===== src/rtl/mode_word_regs.svh =====
`ifndef MODE_WORD_REGS_SVH
`define MODE_WORD_REGS_SVH
// field positions of the operating mode word
`define BLEN_LSB 0
`define BLEN_MSB 2
`define ORDER_BIT 3
`define LAT_LSB 4
`define LAT_MSB 6
`define TEST_LSB 7
`define TEST_MSB 8
`define WBURST_BIT 9
// field codes
`define BLEN_1 3'h0
`define BLEN_2 3'h1
`define BLEN_4 3'h2
`define BLEN_8 3'h3
`define BLEN_PAGE 3'h7
`define LAT_2 3'h2
`define LAT_3 3'h3
// reset values of the latched word (all zero; mode_valid stays low until programmed)
`define MODE_RESET 13'h0000
// programming write busy time, in clocks
`define PROG_CYCLES 2'h2
// full page column count minus one
`define PAGE_LAST 9'h1FF
`endif


===== src/rtl/mode_word_pkg.sv =====
package mode_word_pkg;
  // command pins, all active low
  typedef struct packed {
    logic ras_n;
    logic cas_n;
    logic we_n;
  } cmd_s;
  // decoded settings handed to the rest of the device
  typedef struct packed {
    logic [9:0] burst_len;
    logic burst_order_select;
    logic [1:0] read_latency;
    logic write_burst_select;
    logic full_page;
    logic code_error;
  } mode_cfg_s;
  typedef enum logic [1:0] {
    PROG_IDLE = 2'h0,
    PROG_BUSY1 = 2'h1,
    PROG_BUSY2 = 2'h3
  } prog_state_e;
endpackage


===== src/rtl/mode_word_block.sv =====
`timescale 1ns/100ps
`include "mode_word_regs.svh"
// Summary of operation
// - all three strobes low load address word
// - programming busy for two clocks
// - bits 2..0 give burst length
// - full page is 512 columns, wraps
// - bit 3 selects sequential or interleaved
// - sequential counts modulo burst length
// - interleaved is start xor beat count
// - bits 6..4 give read latency
// - latency delays first read data
// - bit 9 selects single word writes
module mode_word_block
  import mode_word_pkg::*;
(
  input wire logic clk_sys,
  input wire logic reset_n,
  input wire logic ras_n_pin,
  input wire logic cas_n_pin,
  input wire logic we_n_pin,
  input wire logic [12:0] addr_pin,
  input wire logic read_cmd,
  input wire logic burst_start,
  input wire logic burst_write,
  input wire logic [8:0] start_col,
  output mode_cfg_s cfg,
  output logic prog_busy,
  output logic mode_valid,
  output logic [8:0] burst_col,
  output logic burst_active,
  output logic read_data_go
);

  ////////////////////////////////////////////////////////////////////
  // pin synchronisers: two flops before any decode
  cmd_s cmd_m_q;
  cmd_s cmd_s_q;
  logic [12:0] addr_m_q;
  logic [12:0] addr_s_q;

  // first stage feeds only the second stage
  always_ff @(posedge clk_sys) begin
    if (!reset_n) begin
      cmd_m_q <= '1;
      cmd_s_q <= '1;
      addr_m_q <= 13'h0000;
      addr_s_q <= 13'h0000;
    end else begin
      cmd_m_q <= '{ras_n_pin, cas_n_pin, we_n_pin};
      cmd_s_q <= cmd_m_q;
      addr_m_q <= addr_pin;
      addr_s_q <= addr_m_q;
    end
  end

  ////////////////////////////////////////////////////////////////////
  // command decode and programming sequencer
  wire prog_cmd = !cmd_s_q.ras_n && !cmd_s_q.cas_n && !cmd_s_q.we_n;
  prog_state_e state_q;
  prog_state_e state_d;
  logic [12:0] operating_mode_word_q; // latched mode word
  logic valid_q;

  // the busy window hides a second write; controller must wait anyway
  always_comb begin
    state_d = state_q;
    case (state_q)
      PROG_IDLE: begin
        if (prog_cmd) begin
          state_d = PROG_BUSY1;
        end
      end
      PROG_BUSY1: state_d = PROG_BUSY2;
      PROG_BUSY2: state_d = PROG_IDLE;
      default: state_d = PROG_IDLE;
    endcase
  end

  // word taken on the command edge; valid stays low until first write
  always_ff @(posedge clk_sys) begin
    if (!reset_n) begin
      state_q <= PROG_IDLE;
      operating_mode_word_q <= `MODE_RESET;
      valid_q <= 1'b0;
    end else begin
      state_q <= state_d;
      if (prog_cmd && state_q == PROG_IDLE) begin
        operating_mode_word_q <= addr_s_q;
        valid_q <= 1'b1;
      end
    end
  end

  assign prog_busy = (state_q != PROG_IDLE);
  assign mode_valid = valid_q;

  ////////////////////////////////////////////////////////////////////
  // field decode
  wire [2:0] blen_code = operating_mode_word_q[`BLEN_MSB:`BLEN_LSB];
  wire [2:0] lat_code = operating_mode_word_q[`LAT_MSB:`LAT_LSB];
  wire order_bit = operating_mode_word_q[`ORDER_BIT];
  wire wb_bit = operating_mode_word_q[`WBURST_BIT];
  wire [1:0] test_bits = operating_mode_word_q[`TEST_MSB:`TEST_LSB];
  logic [9:0] blen;
  logic blen_bad;

  // burst length table; reserved codes fall back to one
  always_comb begin
    blen_bad = 1'b0;
    case (blen_code)
      `BLEN_1: blen = 10'h001;
      `BLEN_2: blen = 10'h002;
      `BLEN_4: blen = 10'h004;
      `BLEN_8: blen = 10'h008;
      `BLEN_PAGE: blen = 10'h200;
      default: begin
        blen = 10'h001;
        blen_bad = 1'b1;
      end
    endcase
  end

  wire lat_bad = (lat_code != `LAT_2) && (lat_code != `LAT_3);
  wire order_bad = order_bit && (blen_code != `BLEN_4) && (blen_code != `BLEN_8);
  wire page = (blen_code == `BLEN_PAGE);

  assign cfg.burst_len = blen;
  assign cfg.burst_order_select = order_bit;
  assign cfg.read_latency = (lat_code == `LAT_3) ? 2'h3 : 2'h2;
  assign cfg.write_burst_select = wb_bit;
  assign cfg.full_page = page;
  assign cfg.code_error = blen_bad || lat_bad || order_bad || (test_bits != 2'h0);

  ////////////////////////////////////////////////////////////////////
  // column sequence generator
  logic [8:0] base_q; // starting column
  logic [8:0] beat_q; // beat count
  logic [9:0] left_q; // beats remaining
  logic active_q;
  wire [8:0] mask = blen[8:0] - 9'h001; // low-bit mask per length
  wire [8:0] seq_col = (base_q & ~mask) | ((base_q + beat_q) & mask);
  wire [8:0] ilv_col = (base_q & ~mask) | ((base_q ^ beat_q) & mask);
  wire single = burst_write && wb_bit;
  wire [9:0] start_len = single ? 10'h001 : blen;

  // full page, except a single write, never ends by count; it runs until the next start
  always_ff @(posedge clk_sys) begin
    if (!reset_n) begin
      base_q <= 9'h000;
      beat_q <= 9'h000;
      left_q <= 10'h000;
      active_q <= 1'b0;
    end else if (burst_start) begin
      base_q <= start_col;
      beat_q <= 9'h000;
      left_q <= start_len;
      active_q <= 1'b1;
    end else if (active_q) begin
      beat_q <= beat_q + 9'h001;
      if (!(page && !single)) begin
        left_q <= left_q - 10'h001;
        active_q <= (left_q != 10'h001);
      end
    end
  end

  // page wrap: 9-bit mask of 1FF makes the adder wrap 511 to 0
  wire [8:0] col_d = order_bit ? ilv_col : seq_col;
  always_ff @(posedge clk_sys) begin
    if (!reset_n) begin
      burst_col <= 9'h000;
    end else begin
      burst_col <= col_d;
    end
  end
  assign burst_active = active_q;

  ////////////////////////////////////////////////////////////////////
  // read latency pipe: first data strobe latency clocks after the read
  logic [2:0] rd_pipe_q;
  always_ff @(posedge clk_sys) begin
    if (!reset_n) begin
      rd_pipe_q <= 3'h0;
    end else begin
      rd_pipe_q <= {rd_pipe_q[1:0], read_cmd};
    end
  end
  assign read_data_go = (cfg.read_latency == 2'h3) ? rd_pipe_q[2] : rd_pipe_q[1];

  ////////////////////////////////////////////////////////////////////
  // assertions
  AST_PROG_LOAD: assert property (@(posedge clk_sys) disable iff (!reset_n)
    (prog_cmd && !prog_busy) |=> (operating_mode_word_q == $past(addr_s_q)))
    else $error("mode word not loaded");
  AST_BUSY_TWO: assert property (@(posedge clk_sys) disable iff (!reset_n)
    (prog_cmd && !prog_busy) |=> prog_busy [*2] ##1 !prog_busy)
    else $error("busy window not two clocks");
  AST_BLEN: assert property (@(posedge clk_sys) disable iff (!reset_n)
    (blen_code == `BLEN_8) |-> (cfg.burst_len == 10'h008))
    else $error("burst length decode wrong");
  AST_ORDER: assert property (@(posedge clk_sys) disable iff (!reset_n)
    cfg.burst_order_select == operating_mode_word_q[3])
    else $error("order bit wrong");
  AST_LAT: assert property (@(posedge clk_sys) disable iff (!reset_n)
    (lat_code == `LAT_3) |-> (cfg.read_latency == 2'h3))
    else $error("latency decode wrong");
  AST_RD3: assert property (@(posedge clk_sys) disable iff (!reset_n)
    (read_cmd && cfg.read_latency == 2'h3 && !prog_busy) ##1 !prog_busy [*3] |-> read_data_go)
    else $error("read data not at latency three");
  AST_SEQ: assert property (@(posedge clk_sys) disable iff (!reset_n)
    (active_q && !order_bit) |=> (burst_col == $past(seq_col)))
    else $error("sequential column wrong");
  AST_SINGLE: assert property (@(posedge clk_sys) disable iff (!reset_n)
    (burst_start && burst_write && wb_bit) |=> ##1 !burst_active || burst_start)
    else $error("single write burst too long");
  AST_ERR: assert property (@(posedge clk_sys) disable iff (!reset_n)
    (mode_valid && blen_code == 3'h4) |-> cfg.code_error)
    else $error("reserved code not flagged");
  COV_PROG: cover property (@(posedge clk_sys) prog_cmd && !prog_busy);
  COV_ILV: cover property (@(posedge clk_sys) active_q && order_bit && blen_code == `BLEN_8);
  COV_PAGE: cover property (@(posedge clk_sys) active_q && page && beat_q == `PAGE_LAST);

endmodule


===== config.mk =====
export PLATFORM = sky130hd
export DESIGN_NAME = mode_word_block
export DESIGN_NICKNAME = d
export VERILOG_FILES = /design/src/rtl/mode_word_pkg.sv /design/src/rtl/mode_word_block.sv
export VERILOG_INCLUDE_DIRS = /design/src /design/src/rtl
export SDC_FILE = /design/constraint.sdc
export NUM_CORES = 1
export LEC_CHECK = 0
export ABC_AREA = 1
export BUFFER_PORTS_ARGS = -buffer_cell sky130_fd_sc_hd__buf_4
export CORE_ASPECT_RATIO = 1.4
export CORE_UTILIZATION = 25
export DETAILED_ROUTE_END_ITERATION = 16
export PLACE_DENSITY = 0.41
export RECOVER_POWER = 50
export REMOVE_ABC_BUFFERS = 1
export SYNTH_ARGS = -nofsm -noshare
export SYNTH_HDL_FRONTEND = slang
export SYNTH_SLANG_ARGS = --single-unit

===== constraint.sdc =====
create_clock -name clk_sys -period 1.5 [get_ports clk_sys]
set_input_delay 0.375 -clock clk_sys [delete_from_list [all_inputs] [get_ports clk_sys]]
set_output_delay 0.375 -clock clk_sys [all_outputs]
set_load 0.02 [all_outputs]

[Word-level counts from Yosys, hierarchy flattened]
Index checks and enable logic that the tools add are counted.
Word-level totals
  output and inout port bits: 29
  logic and storage cells: 80
  register bits: 80
Cells by class
  add/subtract/negate cells: 4
  mux-type cells: 14
  bitwise gates (word level): 8
  equality and inequality tests: 14
  reductions and logical operators: 23
Operator list (count)
  $mux W10: 4
  $pmux W10 S4: 1
  $and A9 B9 Y9: 3
  $or A9 B9 Y9: 2
  $ne A3 B2 Y1 const B: 4
  $ne A10 B1 Y1 const B: 1
  $sub A10 B1 Y10 const B: 1
  $add A9 B1 Y9 const B: 1
  $add A9 B9 Y9: 1
  $eq A3 B2 Y1 const B: 3
  $mux W9: 1
  $not A9 Y9: 1
  $sub A9 B1 Y9 const B: 1
  $xor A9 B9 Y9: 1
  $logic_and A1 B1 Y1: 8
  $mux W1: 6
  $reduce_bool A2 Y1: 3
  $reduce_or A5 Y1: 1
  $logic_not A1 Y1: 4
  $ne A2 B2 Y1 const B: 2
  $pmux W2 S2: 1
  $eq A3 B1 Y1 const B: 1
  $eq A3 B3 Y1 const B: 1
  $logic_not A3 Y1: 1
  other kinds (8): 10

[Depth between registers and ports, before layout]
Gate-level depths: netlist of the first run.
  depth after elaboration: 7
  gate-level depth with buffers: 13
  depth with buffers taken out: 13

[Worst setup path after synthesis of the first run]
No wires, ideal clock.
  path type: register to output
  start point: register operating_mode_word_q[4]
  end point: output read_data_go
  cell stages (with the launch flop): 4
  arrival time: 1.352 ns
  setup slack: -0.227 ns
  path through: dfxtp_1 inv_1 nor3_1 mux2_2
RTL lines
  start: declaration: line mode_word_block.sv:62  | logic [12:0] operating_mode_word_q;
  start signal: assignment: line mode_word_block.sv:84  | operating_mode_word_q <= `MODE_RESET;
  start signal: assignment: line mode_word_block.sv:89  | operating_mode_word_q <= addr_s_q;
  end: declaration: line mode_word_block.sv:32  | output logic read_data_go

==> metrics.csv, run 1 <==
metric;value;unit
crit_required;1120;ps
clock_tree.htree_level_count;3;
irDropWorstVdd;0.456;mV
final.setup.worst_slack;-259;ps
synth-edff-count;0;
violations;setup timing;
synth_top_family_by_area;simple AND/OR/NAND/NOR gates;
crit_fanout;2;
syn_area_per_cell;7.77;um2
cts_buffer_depth;2;
r2r-start;base_q[0];
rows;50;
synthMuxAreaShare;0.325;%
syn_area;3470;um2
critPathLaunchType;flip-flop;
drv_cap;0;
final.period_utilization;117;%
hold_viol_final;0;
final_common_cell;buf_4;
synth-compound-area-share;13.6;%
crit_chain;buf_6, nor4_4, o211ai_1, buf_4;
die_y;141;um
place_inst;696;
multi_input_area;1690;um2
syn_inst;446;
die_w;102;um
grt_antenna_before_repair;0;
drv_slew;0;
fin_worst_skew;6.17;ps
core;13500;um2
ys_ff_latch;80;
dpl_cell_area;4230;um2
powerDensity;1020;nW/um2
grtUsageTotal;12.5;%
worst_pin_slew;699;ps
outcome;finished, violations left;
grt_max_degree;39;
nFillCells;1457;
cts_tree;yes;
portBuffers;49;
overflow;0;
gp_congestion;0.788;
synth_fa_ha_area_share;4.91;%
worstHoldPathType;input pin to flip-flop;
worstSetupPathType;flip-flop to primary output;
cpPeakStageDelay;340;ps
drt_iter0_markers;66;
wirelength;8.42;mm
worstSetupStartpoint;operating_mode_word_q[6];
cts-buffers-inserted;9;
tns;-1040;ps
rsz0062_at_grt;yes;
finalSetupViolCount;9;
synth-xor-area-share;1.26;%
fin_cells;725;
num-nets-final;581;
pwr-share-clk;45.0;%
async_reset_ff_share;0;%
fin_area;4880;um2
grt_pass1_vias;2922;
crit_arrival;1380;ps
register_area;1630;um2
io_pins;59;
leakage;2.29;nW
cts-root-buf;clkbuf_16;
max_freq;0.568;GHz
clk_latency;340;ps
grt_pass1_wl;13.6;mm
dp_hpwl;6.18;mm
synth_ff_type;dfxtp_1;
diodes;0;
drive_gt1_share;31.7;%
min_from;addr_pin[2];
ys_warn_count;0;
p_seq_share;45.5;%
synth_seq_area_share;46.2;%
pwr-share-comb;9.5;%
ant_nets;0;
drc;0;
power.internal;3.72;mW
critPathBufInv;2;
dieArea;14300;um2
critPathSlowestCell;dfxtp_2;
wl_per_cell;11.6;um
sw_frac_of_total;24.9;%
slew_headroom;53.4;%
period_needed;1760;ps
yosys.cell_types.count;40;
cts_sinks;80;
via_per_inst;4.16;
final_cell_mix;buf_4, nand2_1, dfxtp_1, inv_1, nor2_1;
clkTransAtPathRegs;70;ps
start_util;25.8;%
path_delay_family;flip-flops;
p_sw;1.23;mW
dr_total_vias;3018;
syn_to_final_growth;40.8;%
drtPass1Iterations;4;
synth-simple-area-share;22.6;%
critPathCaptureType;primary output;
-- state kept, by name, summed over array words and instances (netlist names) --
signal                 flops
addr_m_q                  10
addr_s_q                  10
left_q                    10
operating_mode_word_q     10
base_q                     9
beat_q                     9
burst_col                  9
cmd_m_q                    3
cmd_s_q                    3
rd_pipe_q                  3
state_q                    2
burst_active               1
mode_valid                 1
-- area by class of cell --
| type | instances | share of cell area, % |
|---|---|---|
| clock buffers | 9 | 4.62 |
| clock inverters | 7 | 1.64 |
| well taps | 182 | 4.67 |
| repair buffers | 96 | 15.5 |
| flip-flops and latches | 80 | 33.3 |
| multi-input cells | 281 | 34.7 |
| inverters | 70 | 5.59 |
-- final timing paths --
kind,endpoint,slack [ps],depth (start not counted)
worst max-delay path,cfg[0],-260,4
worst min register to register,addr_s_q[0],410,2
worst max register to register,burst_col[8],-120,13
worst min-delay path,addr_m_q[2],210,3
-- worst register-to-register path: stages (launching register included) --
cell     delay [ps]
dfxtp_2         350
ha_4            140
inv_2            30
fa_2            340
inv_2            60
nand2_2          40
nand2_2          70
nand3_2          80
nand2_2          90
nand3_2          70
nand2_1          70
nor2_1           40
nor2_1           80
nor2_1           50
-- routing by layer --
layer	routed length (um)	global-route usage, %	vias to the layer above
met2	4280	22.3	55
met5	0	0	-
li1	-	-	1591
met3	364	3.20	14
met4	212	5.57	0
met1	3560	13.7	1358
-- what timing repair did --
item,in CTS,in global routing
endpoints found under the setup margin,14,17
gates resized for setup,51,29
pin swaps,6,6
hold buffers,0,0
gates cloned,0,0
buffers inserted,11,3
-- power groups by stage --
stage / Combinational [mW] / Clock (mW) / Sequential (mW)
6_report: 0.469 / 2.23 / 2.26
5_1_grt: 0.534 / 2.38 / 2.27
4_1_cts: 0.481 / 2.31 / 2.25
3_5_place_dp: 0.474 / 0 / 2.30
3_3_place_gp: 0.469 / 0 / 2.30
2_1_floorplan: 0.251 / 0 / 2.31
-- cell usage after synthesis (2+ instances only) --
library cell / number / share of area, %
ha_1: 12 / 4.3
a21o_1: 2 / 0.43
nor2_1: 48 / 5.2
o21ai_0: 29 / 4.2
buf_4: 9 / 1.9
inv_2: 2 / 0.22
nand4_1: 3 / 0.54
nand2_4: 4 / 1.3
dfxtp_1: 80 / 46
conb_1: 2 / 0.22
nor2_8: 2 / 1.2
clkbuf_1: 8 / 0.87
or2_2: 6 / 1.1
xnor2_1: 2 / 0.51
nor4_1: 2 / 0.36
nor3_2: 3 / 0.87
a21oi_1: 41 / 5.9
inv_1: 67 / 7.3
nand3_1: 19 / 2.7
o21ai_1: 5 / 0.72
nor3_1: 7 / 1.0
nand2_1: 73 / 7.9
xor2_1: 3 / 0.76
-- logic make-up after synthesis --
group,after synthesis
AOI/OAI and AO/OA,87
xor gates and xnor gates,5
adders and majority gates,13
buffers and inverters,89
DFF,80
muxes,1
other,2
and+or+nand+nor,169
-- per-stage QoR --
stage | worst slack, ps | util (%) | total power, mW | hold slack, ps
final | -259 | 36.3 | 4.96 | 213
after global routing | -291 | 36.3 | 5.18 | 215
after CTS | -271 | 35.6 | 5.04 | 206
after detailed placement | -287 | 31.5 | 2.78 | 398
after global placement | -242 | 31.5 | 2.77 | 394
after floorplan | -227 | - | 2.56 | 390
Power figures use the tool's default switching activity.
==> run 2, diff against run 1 <==
--- a/config.mk
+++ b/config.mk
@@ -11,7 +11,7 @@
 export CORE_ASPECT_RATIO = 1.4
 export CORE_UTILIZATION = 25
 export DETAILED_ROUTE_END_ITERATION = 16
-export PLACE_DENSITY = 0.41
+export PLACE_DENSITY = 0.4
 export RECOVER_POWER = 50
 export REMOVE_ABC_BUFFERS = 1
 export SYNTH_ARGS = -nofsm -noshare
==> constraint.sdc (replaced) <==
create_clock -name clk_sys -period 1.8 [get_ports clk_sys]
set_input_delay 0.45 -clock clk_sys [delete_from_list [all_inputs] [get_ports clk_sys]]
set_output_delay 0.45 -clock clk_sys [all_outputs]
set_load 0.02 [all_outputs]
==> run 2 against run 1 <==
Compared with the run above:
- the flow still finishes with violations (setup timing)
- worst hold slack gained 80 ps
- sequential cell count is the same
- first-iteration DRC count shrank 12%
- setup slack gained 260 ps
- count of clock-buffer cells in the layout grew 1
- core utilization shrank 3.1 points
- routed wire length shrank 6.2%
- critical path type unchanged
- critical endpoint is now read_data_go
==> metrics.csv, run 2 (synthesis results as in run 1) <==
metric;value;unit;change
outcome;finished, violations left;;unchanged
violations;setup timing;;unchanged
drtPass1Iterations;4;;unchanged
leakage;2.16;nW;was 2.29 nW
rsz0062_at_grt;yes;;unchanged
die_w;102;um;unchanged
clk_latency;340;ps;about the same
drt_iter0_markers;58;;was 66
powerDensity;955;nW/um2;was 1020 nW/um2
core;13500;um2;unchanged
dieArea;14300;um2;unchanged
dr_total_vias;2884;;was 3018
crit_arrival;1350;ps;was 1380 ps
critPathLaunchType;flip-flop;;unchanged
final_common_cell;dfxtp_1;;was buf_4
min_from;addr_pin[2];;unchanged
fin_worst_skew;7.50;ps;was 6.17 ps
crit_required;1350;ps;was 1120 ps
fin_cells;695;;was 725
max_freq;0.555;GHz;
rows;50;;unchanged
grt_max_degree;51;;was 39
dp_slack;-69.1;ps;was -287 ps
slew_headroom;34.8;%;was 53.4%
via_per_inst;4.15;;was 4.16
diodes;0;;unchanged
cts_buffer_depth;2;;unchanged
drc;0;;unchanged
grt_pass1_vias;2696;;was 2922
cts_sinks;80;;unchanged
crit_fanout;2;;unchanged
r2r-end;burst_col[8];;unchanged
grtUsageTotal;11.9;%;was 12.5%
wl_per_cell;11.4;um;was 11.6 um
io_pins;59;;unchanged
dp_hpwl;5.68;mm;was 6.18 mm
power;4.26;mW;was 4.96 mW
r2r-start;beat_q[0];;was base_q[0]
final_cell_mix;dfxtp_1, nand2_1, inv_1, buf_4, nor2_1;;was buf_4, nand2_1, dfxtp_1, inv_1, nor2_1
num-nets-final;551;;was 581
ant_nets;0;;unchanged
die_y;141;um;unchanged
irDropWorstVdd;0.458;mV;was 0.456 mV
start_util;25.8;%;unchanged
syn_to_final_growth;28.6;%;was 40.8%
clkTransAtPathRegs;60;ps;was 70 ps
cts-root-buf;clkbuf_16;;unchanged
worstSetupStartpoint;operating_mode_word_q[4];;was operating_mode_word_q[6]
wirelength;7.89;mm;was 8.42 mm
critPathCaptureType;primary output;;unchanged
rr_worst_depth;13;;unchanged
drv_slew;0;;unchanged
portBuffers;49;;unchanged
final_util;33.1;%;was 36.3%
gp_congestion;0.756;;was 0.788
overflow;0;;unchanged
nFillCells;1430;;was 1457
grt_antenna_before_repair;0;;unchanged
cts-buffers-inserted;9;;unchanged
drive_gt1_share;23.2;%;was 31.7%
clock_tree.htree_level_count;3;;unchanged
finalSetupViolCount;1;;was 9
holdWs;292;ps;was 213 ps
final.setup.worst_slack;-1.21;ps;was -259 ps
worstHoldPathType;input pin to flip-flop;;unchanged
crit_path_end;read_data_go;;was cfg[0]
hold_viol_final;0;;unchanged
final.period_utilization;100;%;
drv_cap;0;;unchanged
cts_tree;yes;;unchanged
worstSetupPathType;flip-flop to primary output;;unchanged
grt_pass1_wl;12.9;mm;was 13.6 mm
period_needed;1800;ps;
place_inst;676;;was 696
worst_pin_slew;978;ps;was 699 ps
rrSetupSlack;90;ps;was -120 ps
## run 2: final cells by class
type	count	area [um2]	share of cell area (%)
flip-flops and latches	80	1610	36.1
multi-input cells	281	1540	34.5
well taps	182	228	5.11
clock inverters	6	90.1	2.02
clock buffers	10	239	5.36
inverters	70	263	5.89
repair buffers	66	489	11.0
## run 2: what timing repair did
| item | 4_1_cts | 5_1_grt |
|---|---|---|
| pin swaps | 4 | 4 |
| endpoints found under the setup margin | 4 | 6 |
| gates resized for setup | 16 | 6 |
| setup buffers | 4 | 0 |
| hold buffers | 0 | 0 |
## run 2: worst max-delay path, cell delays in order (launching register included)
cell and delay (ps):
dfxtp_2 320, inv_2 40, nor3_4 200, mux2_4 330, buf_6 130
## run 2: through the flow
stage | TNS, ps | area [um2]
after CTS | -27.8 | 4480
after floorplan | -2.15 | 3370
after global routing | -121 | 4460
after detailed placement | -69.1 | 4080
final | -1.21 | 4460
after global placement | -23.2 | 4080
## run 2: worst min path at each step
stage	endpoint	slack, ps	cells after the start
6_report	addr_m_q[2]	290	3
5_1_grt	addr_m_q[8]	280	3
4_1_cts	addr_m_q[8]	280	3
3_5_place_dp	addr_s_q[6]	390	2
3_3_place_gp	addr_s_q[4]	390	2
2_1_floorplan	addr_s_q[0]	390	2
## run 2: layer usage
layer | vias up | GRT usage (%) | routed length (um)
met2 | 51 | 19.9 | 3810
met4 | 0 | 4.58 | 121
met1 | 1293 | 14.4 | 3570
met5 | - | 0 | 0
li1 | 1532 | - | -
met3 | 8 | 3.40 | 388
## run 2: power breakdown
group          internal [mW]  leakage [nW]  total (mW)  switching (mW)
Clock                   1.26         0.159        2.01           0.749
Sequential              1.84         0.659        1.88          0.0360
Combinational          0.152          1.34       0.368           0.215
Total                   3.26          2.16        4.26            1.00
